**src/rtl/fast_counter_pkg.sv**
```systemverilog
// package of constants and types for the fast input counter block
package fast_counter_pkg;

	// ************************************************************
	// channel count, widths and timing
	// ************************************************************
	localparam int            channel_count     = 4;
	localparam int            accum_width       = 32;
	localparam int            clock_hz          = 10_000_000;
	localparam int            sample_tick_ns    = 1000;
	localparam int            clock_period_ns   = 1_000_000_000 / clock_hz;
	localparam int            tick_cycles       = (sample_tick_ns + clock_period_ns - 1) / clock_period_ns;
	localparam int            min_edge_gap_us   = 100;
	localparam int            reset_value       = 0;

	// frequency window lengths in 1 us ticks, one per window selection
	localparam logic [31:0]   window_ticks_0    = 32'h0000_2710;
	localparam logic [31:0]   window_ticks_1    = 32'h0000_61a8;
	localparam logic [31:0]   window_ticks_2    = 32'h0000_c350;
	localparam logic [31:0]   window_ticks_3    = 32'h000f_4240;
	// window multiplier turning counts per window into hertz
	localparam logic [31:0]   window_scale_0    = 32'h0000_0064;
	localparam logic [31:0]   window_scale_1    = 32'h0000_0028;
	localparam logic [31:0]   window_scale_2    = 32'h0000_0014;
	localparam logic [31:0]   window_scale_3    = 32'h0000_0001;

	// ************************************************************
	// register map (avalon word addresses = byte offset / 4)
	// ************************************************************
	localparam logic [5:0]    ofs_mode_0        = 6'h00;
	localparam logic [5:0]    ofs_wrap_0        = 6'h04;
	localparam logic [5:0]    ofs_result_0      = 6'h08;
	localparam logic [5:0]    ofs_control       = 6'h20;
	localparam logic [5:0]    ofs_status        = 6'h21;
	localparam int            channel_stride    = 1;

	// mode register field positions
	localparam int            mode_lsb          = 0;
	localparam int            sub_lsb           = 3;
	localparam int            edge_bit          = 5;
	localparam int            window_lsb        = 6;

	// ************************************************************
	// types
	// ************************************************************
	typedef enum logic [2:0] {
		mode_off        = 3'h0,
		mode_frequency  = 3'h1,
		mode_totalize   = 3'h2,
		mode_pulse      = 3'h3,
		mode_quadrature = 3'h4
	} measure_mode_type;

	typedef enum logic [1:0] {
		pulse_high      = 2'h0,
		pulse_low       = 2'h1,
		period_rise     = 2'h2,
		period_fall     = 2'h3
	} pulse_sub_type;

	typedef struct packed {
		logic [1:0]       window;
		logic             edge_fall;
		pulse_sub_type    sub;
		measure_mode_type mode;
	} channel_config_type;

	typedef struct packed {
		logic             clear;
		logic             disable_count;
		logic             hold_reset;
		logic             load_wrap;
	} channel_control_type;

endpackage

```
**src/rtl/fast_counter_lane.sv**
```systemverilog
// one measurement channel of the fast input counter
//
// The Avalon-MM register port and the placing of the registers were decided locally.
`timescale 1ns/10ps
`default_nettype none
module fast_counter_lane
	import fast_counter_pkg::*;
(
	// clock and reset
	input  wire logic                      clk,
	input  wire logic                      reset,
	// sampled inputs
	input  wire logic                      tick,
	input  wire logic                      level_a,
	input  wire logic                      level_b,
	input  wire logic                      lane_used,
	// configuration and control
	input  wire channel_config_type        config_word,
	input  wire logic [accum_width-1:0]    wrap_value,
	input  wire channel_control_type       control,
	input  wire logic                      ext_reset,
	// result
	output logic [accum_width-1:0]         result
);

	logic                    prev_a;
	logic                    prev_b;
	logic [accum_width-1:0]  width_count;
	logic [accum_width-1:0]  window_count;
	logic [accum_width-1:0]  edge_count;
	logic                    measuring;
	logic                    rise_a;
	logic                    fall_a;
	logic                    edge_a;
	logic                    edge_b;
	logic                    count_edge;
	logic                    quad_up;
	logic [accum_width-1:0]  window_len;
	logic [accum_width-1:0]  window_div;
	logic                    counting_mode;
	logic                    zero_hold;

	// ************************************************************
	// edge detection on the 1 us tick
	// ************************************************************
	always_ff @(posedge clk or posedge reset) begin
		if (reset) begin
			prev_a <= 1'b0;
			prev_b <= 1'b0;
		end else if (tick) begin
			prev_a <= level_a;
			prev_b <= level_b;
		end
	end

	// edges exist only on a tick
	assign rise_a     = tick & level_a & ~prev_a;
	assign fall_a     = tick & ~level_a & prev_a;
	assign edge_a     = rise_a | fall_a;
	assign edge_b     = tick & (level_b ^ prev_b);
	// edge select is positive logic whatever the input polarity
	assign count_edge = config_word.edge_fall ? fall_a : rise_a;
	// a leads b counts up; edge_fall flips the sense
	assign quad_up    = (edge_a ? (level_a ^ level_b) : ~(level_a ^ level_b))
	                    ^ config_word.edge_fall;

	// frequency window length and scaling per selection
	always_comb begin
		case (config_word.window)
		2'h0: begin
			window_len = window_ticks_0;
			window_div = window_scale_0;
		end
		2'h1: begin
			window_len = window_ticks_1;
			window_div = window_scale_1;
		end
		2'h2: begin
			window_len = window_ticks_2;
			window_div = window_scale_2;
		end
		default: begin
			window_len = window_ticks_3;
			window_div = window_scale_3;
		end
		endcase
	end

	// clear applies to counting modes only
	assign counting_mode = (config_word.mode == mode_totalize)
	                       | (config_word.mode == mode_quadrature);
	assign zero_hold     = counting_mode & (control.clear | control.hold_reset | ext_reset);

	// ************************************************************
	// frequency: edges per window, scaled to hertz
	// ************************************************************
	always_ff @(posedge clk or posedge reset) begin
		if (reset) begin
			window_count <= '0;
			edge_count   <= '0;
		end else if (config_word.mode != mode_frequency || !lane_used) begin
			window_count <= '0;
			edge_count   <= '0;
		end else if (tick) begin
			if (window_count >= window_len - 32'h0000_0001) begin
				window_count <= '0;
				edge_count   <= '0;
			end else begin
				window_count <= window_count + 32'h0000_0001;
				edge_count   <= edge_count + {31'h0, rise_a};
			end
		end
	end

	// ************************************************************
	// pulse width and period timer
	// ************************************************************
	always_ff @(posedge clk or posedge reset) begin
		if (reset) begin
			width_count <= '0;
			measuring   <= 1'b0;
		end else if (config_word.mode != mode_pulse || !lane_used) begin
			width_count <= '0;
			measuring   <= 1'b0;
		end else if (tick) begin
			case (config_word.sub)
			pulse_high: begin
				measuring   <= rise_a | (measuring & ~fall_a);
				width_count <= rise_a ? 32'h0000_0001 : width_count + 32'h0000_0001;
			end
			pulse_low: begin
				measuring   <= fall_a | (measuring & ~rise_a);
				width_count <= fall_a ? 32'h0000_0001 : width_count + 32'h0000_0001;
			end
			period_rise: begin
				measuring   <= 1'b1;
				width_count <= rise_a ? 32'h0000_0001 : width_count + 32'h0000_0001;
			end
			default: begin
				measuring   <= 1'b1;
				width_count <= fall_a ? 32'h0000_0001 : width_count + 32'h0000_0001;
			end
			endcase
		end
	end

	// ************************************************************
	// result register
	// ************************************************************
	always_ff @(posedge clk or posedge reset) begin
		if (reset) begin
			result <= '0;
		end else if (!lane_used) begin
			result <= '0;
		end else if (zero_hold) begin
			result <= '0;
		end else if (control.load_wrap && config_word.mode == mode_quadrature) begin
			result <= wrap_value - 32'h0000_0001;
		end else begin
			case (config_word.mode)
			mode_frequency: begin
				if (tick && window_count >= window_len - 32'h0000_0001)
					result <= (edge_count + {31'h0, rise_a}) * window_div;
			end
			mode_totalize: begin
				if (count_edge && !control.disable_count) begin
					if (wrap_value != '0 && result >= wrap_value - 32'h0000_0001)
						result <= '0;
					else
						result <= result + 32'h0000_0001;
				end
			end
			mode_pulse: begin
				// hold last complete measurement
				case (config_word.sub)
				pulse_high: if (measuring && fall_a) result <= width_count;
				pulse_low: if (measuring && rise_a) result <= width_count;
				period_rise: if (rise_a && measuring) result <= width_count;
				default: if (fall_a && measuring) result <= width_count;
				endcase
			end
			mode_quadrature: begin
				if ((edge_a || edge_b) && !control.disable_count) begin
					if (quad_up) begin
						if (wrap_value != '0 && result >= wrap_value - 32'h0000_0001)
							result <= '0;
						else
							result <= result + 32'h0000_0001;
					end else begin
						if (wrap_value != '0 && result == '0)
							result <= wrap_value - 32'h0000_0001;
						else
							result <= result - 32'h0000_0001;
					end
				end
			end
			default: result <= '0;
			endcase
		end
	end

endmodule
`default_nettype wire

```
**src/rtl/fast_counter.sv**
```systemverilog
// top of the four channel fast input counter with avalon slave
// Operation
// - four inputs, each frequency/totalize/pulse/quadrature
// - some modes claim a neighbour input
// - each result readable as measurement word
// - 1 us resolution; source keeps 100 us gaps
// - edge select is positive logic always
// - frequency mode reports hertz
// - four selectable frequency windows
// - totalize counts selected rising or falling edge
// - totalize reset by three separate means
// - clear zeroes; not in frequency/pulse
// - disable stops counting while set
// - wrap at N-1, zero means 32-bit
// - level reset bit holds total at zero
// - pulse reports widths or periods in us
// - quadrature counts four edges, direction sensed
`timescale 1ns/10ps
`default_nettype none
module fast_counter
	import fast_counter_pkg::*;
#(
	parameter int channels = channel_count
)
(
	// clock and reset
	input  wire logic                    clk,
	input  wire logic                    reset,
	// counter input pins
	input  wire logic [channels-1:0]     counter_pin,
	// avalon-mm slave
	input  wire logic [5:0]              avs_address,
	input  wire logic                    avs_read,
	input  wire logic                    avs_write,
	input  wire logic [31:0]             avs_writedata,
	input  wire logic [3:0]              avs_byteenable,
	output logic [31:0]                  avs_readdata,
	output logic                         avs_waitrequest
);

	localparam int tick_width = $clog2(tick_cycles + 1);

	logic [channels-1:0]              sync_1;
	logic [channels-1:0]              sync_2;
	logic [tick_width-1:0]            tick_count;
	logic                             tick;
	channel_config_type               config_reg [channels];
	logic [accum_width-1:0]           wrap_reg [channels];
	logic [accum_width-1:0]           measurement_result_word [channels];
	channel_control_type              control_reg [channels];
	logic [channels-1:0]              lane_used;
	logic [channels-1:0]              ext_reset;
	logic [channels-1:0]              prev_pin;
	logic                             answered;
	logic [31:0]                      next_readdata;
	logic [31:0]                      byte_mask;

	// ************************************************************
	// input synchroniser and 1 us sampling tick
	// ************************************************************
	always_ff @(posedge clk or posedge reset) begin
		if (reset) begin
			sync_1 <= '0;
			sync_2 <= '0;
		end else begin
			sync_1 <= counter_pin;
			sync_2 <= sync_1;
		end
	end

	// tick every microsecond
	always_ff @(posedge clk or posedge reset) begin
		if (reset) begin
			tick_count <= '0;
		end else if (tick) begin
			tick_count <= '0;
		end else begin
			tick_count <= tick_count + 1'b1;
		end
	end
	assign tick = (tick_count == tick_width'(tick_cycles - 1));

	// ************************************************************
	// input ownership and external reset edges
	// ************************************************************
	// quadrature on even channel k claims k+1; totalize on k may use k+2 as reset
	always_comb begin
		lane_used = '1;
		ext_reset = '0;
		for (int k = 0; k < channels; k++) begin
			if (k % 2 == 0 && k + 1 < channels && config_reg[k].mode == mode_quadrature)
				lane_used[k+1] = 1'b0;
			if (k + 2 < channels && config_reg[k].mode == mode_totalize
			    && config_reg[k+2].mode == mode_off) begin
				lane_used[k+2] = 1'b0;
				ext_reset[k]   = tick & (config_reg[k+2].edge_fall
				                 ? (prev_pin[k+2] & ~sync_2[k+2])
				                 : (~prev_pin[k+2] & sync_2[k+2]));
			end
		end
	end

	// previous sampled level for the reset inputs
	always_ff @(posedge clk or posedge reset) begin
		if (reset) begin
			prev_pin <= '0;
		end else if (tick) begin
			prev_pin <= sync_2;
		end
	end

	// ************************************************************
	// channel lanes
	// ************************************************************
	generate
		for (genvar g = 0; g < channels; g++) begin : lane
			fast_counter_lane u_lane (
				.clk         (clk),
				.reset       (reset),
				.tick        (tick),
				.level_a     (sync_2[g]),
				.level_b     (sync_2[(g + 1) % channels]),
				.lane_used   (lane_used[g]),
				.config_word (config_reg[g]),
				.wrap_value  (wrap_reg[g]),
				.control     (control_reg[g]),
				.ext_reset   (ext_reset[g]),
				.result      (measurement_result_word[g])
			);
		end
	endgenerate

	// ************************************************************
	// avalon register file
	// ************************************************************
	// byte enables widened to a bit mask
	always_comb begin
		for (int b = 0; b < 4; b++)
			byte_mask[b*8 +: 8] = {8{avs_byteenable[b]}};
	end

	// configuration writes
	always_ff @(posedge clk or posedge reset) begin
		if (reset) begin
			for (int k = 0; k < channels; k++) begin
				config_reg[k]  <= '0;
				wrap_reg[k]    <= '0;
				control_reg[k] <= '0;
			end
		end else if (avs_write && !avs_waitrequest) begin
			for (int k = 0; k < channels; k++) begin
				if (avs_address == ofs_mode_0 + 6'(k))
					config_reg[k] <= channel_config_type'(
						(config_reg[k] & ~byte_mask[7:0]) | (avs_writedata[7:0] & byte_mask[7:0]));
				if (avs_address == ofs_wrap_0 + 6'(k))
					wrap_reg[k] <= (wrap_reg[k] & ~byte_mask) | (avs_writedata & byte_mask);
				if (avs_address == ofs_control && avs_byteenable[k])
					control_reg[k] <= channel_control_type'(avs_writedata[k*8 +: 4]);
			end
		end
	end

	// read multiplexer; unmapped reads return zero
	always_comb begin
		next_readdata = '0;
		for (int k = 0; k < channels; k++) begin
			if (avs_address == ofs_mode_0 + 6'(k))
				next_readdata = 32'(config_reg[k]);
			if (avs_address == ofs_wrap_0 + 6'(k))
				next_readdata = wrap_reg[k];
			if (avs_address == ofs_result_0 + 6'(k))
				next_readdata = measurement_result_word[k];
			if (avs_address == ofs_control)
				next_readdata[k*8 +: 4] = control_reg[k];
			if (avs_address == ofs_status)
				next_readdata[k] = lane_used[k];
		end
	end

	// one wait cycle then answer, registered read data
	always_ff @(posedge clk or posedge reset) begin
		if (reset) begin
			answered     <= 1'b0;
			avs_readdata <= '0;
		end else if ((avs_read || avs_write) && !answered) begin
			answered     <= 1'b1;
			avs_readdata <= next_readdata;
		end else begin
			answered     <= 1'b0;
		end
	end
	assign avs_waitrequest = (avs_read || avs_write) && !answered;

endmodule
`default_nettype wire

```
**config.mk**
```make
export PLATFORM = sky130hd
export DESIGN_NAME = fast_counter
export DESIGN_NICKNAME = d
export VERILOG_FILES = /design/src/rtl/fast_counter_pkg.sv /design/src/rtl/fast_counter_lane.sv /design/src/rtl/fast_counter.sv
export SDC_FILE = /design/constraint.sdc
export NUM_CORES = 2
export LEC_CHECK = 0
export BUFFER_PORTS_ARGS = -buffer_cell sky130_fd_sc_hd__clkbuf_2
export CORE_UTILIZATION = 44
export CTS_BUF_LIST = sky130_fd_sc_hd__clkbuf_8
export CTS_CLUSTER_SIZE = 25
export DETAILED_ROUTE_END_ITERATION = 16
export HOLD_SLACK_MARGIN = 0.15
export SLEW_MARGIN = 20
export SYNTH_ARGS = -nofsm -noshare
export SYNTH_HDL_FRONTEND = slang
export SYNTH_SLANG_ARGS = --single-unit
```
**constraint.sdc**
```tcl
create_clock -name clk -period 26.8 [get_ports clk]
set_input_delay 2.68 -clock clk [delete_from_list [all_inputs] [get_ports clk]]
set_output_delay 2.68 -clock clk [all_outputs]
set_load 0.05 [all_outputs]
```
==> impl_metrics.yaml <==
status:
  outcome: "finished, final reports clean"
setup_path:
  slowest_delay_ps: 610
  critPathRequiredTime_ps: 27590
  crit_arrival_ps: 9720
  cpMaxStageDelayCell: "nor4_1"
  critPathKind: "register to register"
  start_kind: "register"
  cp-end-kind: "register"
  crit_top_cell: "nor2_1"
  cp_max_fo: 29
clock_network:
  cts_tree: "done"
  clock-sinks: 741
  clock_latency_ps: 900
  cts_made_buffers: 151
  htreeDepth: 4
  cts-resized-gates: 0
  cts_buffer_depth: 3
  hold_buffers: 0
  clkSlewWorstSetupHoldPaths_ps: 70
  post-cts-setup-buffers: 0
  cts_root_buf: "clkbuf_8"
placed_design:
  dp_hpwl_mm: 189
  gp_congestion: 0.990
  portBuffers: 82
sta:
  fin_crit_sh_pct: 33.3
  fin_skew_ps: 59.8
  hold_viol_final: 0
  worst_slew_pin_slew_ps: 1070
  setup_tns_ps: 0
  hold_slack_ps: 346
  rsz0062_at_grt: "false"
  slew_headroom_pct: 28.5
  fmax_ghz: 0.112
  setup_violations: 0
  slew_viol_final: 0
  fin_crit_ps: 8930
global_routing:
  grt_max_degree: 112
  grt_overflow: 0
  grt_pass1_wl_mm: 386
  grt_pass1_vias: 63195
  track_usage_pct: 29.5
  antenna_found_initial: 34
pwr:
  p_leak_nw: 36.5
  p_switching_mw: 1.25
  pwr-share-comb_pct: 25.7
  clkPwrFrac_pct: 37.7
  power_frac_seq_pct: 36.6
  p_sw_share_pct: 37.0
  ir_drop_mv: 0.0531
  intPower_mw: 2.13
  power_density_nw_per_um2: 43.2
detailed_routing:
  drc_errors: 0
  wl_per_cell_um: 23.3
  drt_iter0_markers: 7429
  antenna_left: 0
  wirelength_mm: 251
  avgViaCountPerCell: 6.12
  num_vias: 66090
  drtPass1Iterations: 8
logic_synthesis:
  synth_warnings: 0
  avgSynthCellArea_um2: 8.43
  synth-xor-area-share_pct: 8.23
  synth_top_family_by_area: "simple AND/OR/NAND/NOR gates"
  ys_seq_elements: 741
  ys.flop_type: "dfrtp_1"
  synth_cells: 8646
  synth_fa_ha_area_share_pct: 19.8
  synth_edf_count: 0
  yosysMostFrequentCell: "nor2_1"
  syn_area_um2: 72900
  synth_compound_area_share_pct: 16.3
  ys_top_cells_by_count: "947 x nor2_1, 751 x nand2_1, 741 x dfrtp_1"
  synthArstFlopShare_pct: 100
  synth_area_leaders: "dfrtp_1 25%, fa_1 11%, ha_1 8.4%, nor2_1 4.9%, xor2_1 4.3%"
  synth_mux_area_share_pct: 3.15
  yosysTopAreaCell: "dfrtp_1"
  seq_area_frac_synth_pct: 25.4
  ys_types: 100
  yosysTopAreaCellShare_pct: 25.4
  synthSimpleGateAreaFrac_pct: 21.2
floorplanning:
  die_w_um: 409
  rows: 149
  top_level_ports: 83
  die_area_um2: 167000
  die_h_um: 409
  start_util_pct: 44.3
  coreArea_um2: 165000
cells_and_area:
  nFillCells: 15944
  nets: 9445
  area_growth_syn_to_layout_pct: 7.41
  drive_gt1_share_pct: 8.09
min_path:
  timing.hold.worst.class: "register to register"
run:
  max_cap_viol_count: 0
## critical path: cells and delay by family (launching register included)
kind            cells  cell delay [ps]
compound gates      6             1570
xor+xnor            2              530
fa+ha+maj           6             2400
buf+inv             4              830
flops               1              440
simple gates       11             3050
## routing by layer
metal / vias to the layer above / track usage, % / wire, um
li1: 29969 / - / -
met1: 32778 / 41.4 / 109000
met2: 2780 / 44.3 / 109000
met3: 533 / 6.28 / 23300
met4: 30 / 11.1 / 9730
met5: - / 0 / 200
## final timing paths
kind                                    start                            to  slack [ps]  cells past startpoint
worst max-delay path            tick_count[2]     lane[3].u_lane.result[30]       17870                     29
worst min-delay path                sync_1[3]                     sync_2[3]         350                      0
worst max register to register  tick_count[2]     lane[3].u_lane.result[30]       17870                     29
worst min register to register      sync_1[3]                     sync_2[3]         350                      0
max in group asynchronous               reset    asynchronous set/reset pin       20950                      6
min in group asynchronous               reset  lane[0].u_lane.edge_count[4]        1900                      2
## cell type report
cell class                 instances  area (um^2)  share of cell area [%]
multi-input combinational       6764        50200                    64.1
antenna                           10         25.0                  0.0320
tap                             2189         2740                    3.50
timing repair buffer             187         1200                    1.53
sequential                       741        18600                    23.7
clock inverter                    70          458                   0.585
inverter                         646         2430                    3.11
clock buffer                     197         2710                    3.46
## per-stage QoR
step	instances	setup WS (ps)	util, %	cell area [um^2]	power, mW
final	10804	17870	47.6	78300	3.38
after global routing	10799	17270	47.5	78300	3.53
after CTS	10794	17990	47.5	78300	3.39
after detailed placement	10527	17970	45.6	75100	2.10
after global placement	10527	18150	45.6	75100	2.09
after floorplan	8653	3330	-	72900	1.83
## cells by family (layout without fill, tap and decap cells)
| group | Yosys count | in the layout |
|---|---|---|
| muxes | 208 | 208 |
| buffers and inverters | 1148 | 1100 |
| DFF | 741 | 741 |
| xor gates and xnor gates | 685 | 685 |
| AOI/OAI and AO/OA | 1772 | 1772 |
| and+or+nand+nor | 3187 | 3187 |
| adders and majority gates | 904 | 904 |
| other | 1 | 18 |
## layout by cell type (no fill, tap or decap), types with 38 or more instances in the layout
master    count
buf_4       105
xor2_1      358
inv_1       681
a22o_1       58
xnor2_1     327
ha_1        492
clkbuf_2     82
a32o_1       38
a22oi_1      43
a31oi_1      56
nor3_1      292
nand4_1     123
nor4_1       70
nor2_1      938
clkbuf_8    197
mux2_2      171
a21o_1       78
or3_1        70
nand2_1     750
fa_1        412
or4_1        48
nand2b_1    192
and3_1      168
nand3_1     254
o221ai_1     40
nor2b_1      45
a221oi_1    105
o31ai_1      77
a211oi_1     75
dfrtp_1     733
and2_1       60
o211ai_1     52
a21oi_1     360
o21ai_0     476
## power groups by stage
stage               logic (mW)  clock network, mW  registers [mW]
CTS                      0.853               1.30            1.23
global route             0.942               1.35            1.24
global placement         0.839                  0            1.25
detailed placement       0.848                  0            1.25
floorplan                0.607                  0            1.23
finish                   0.870               1.28            1.24
Note: power is estimated with default switching activity, not from simulation.
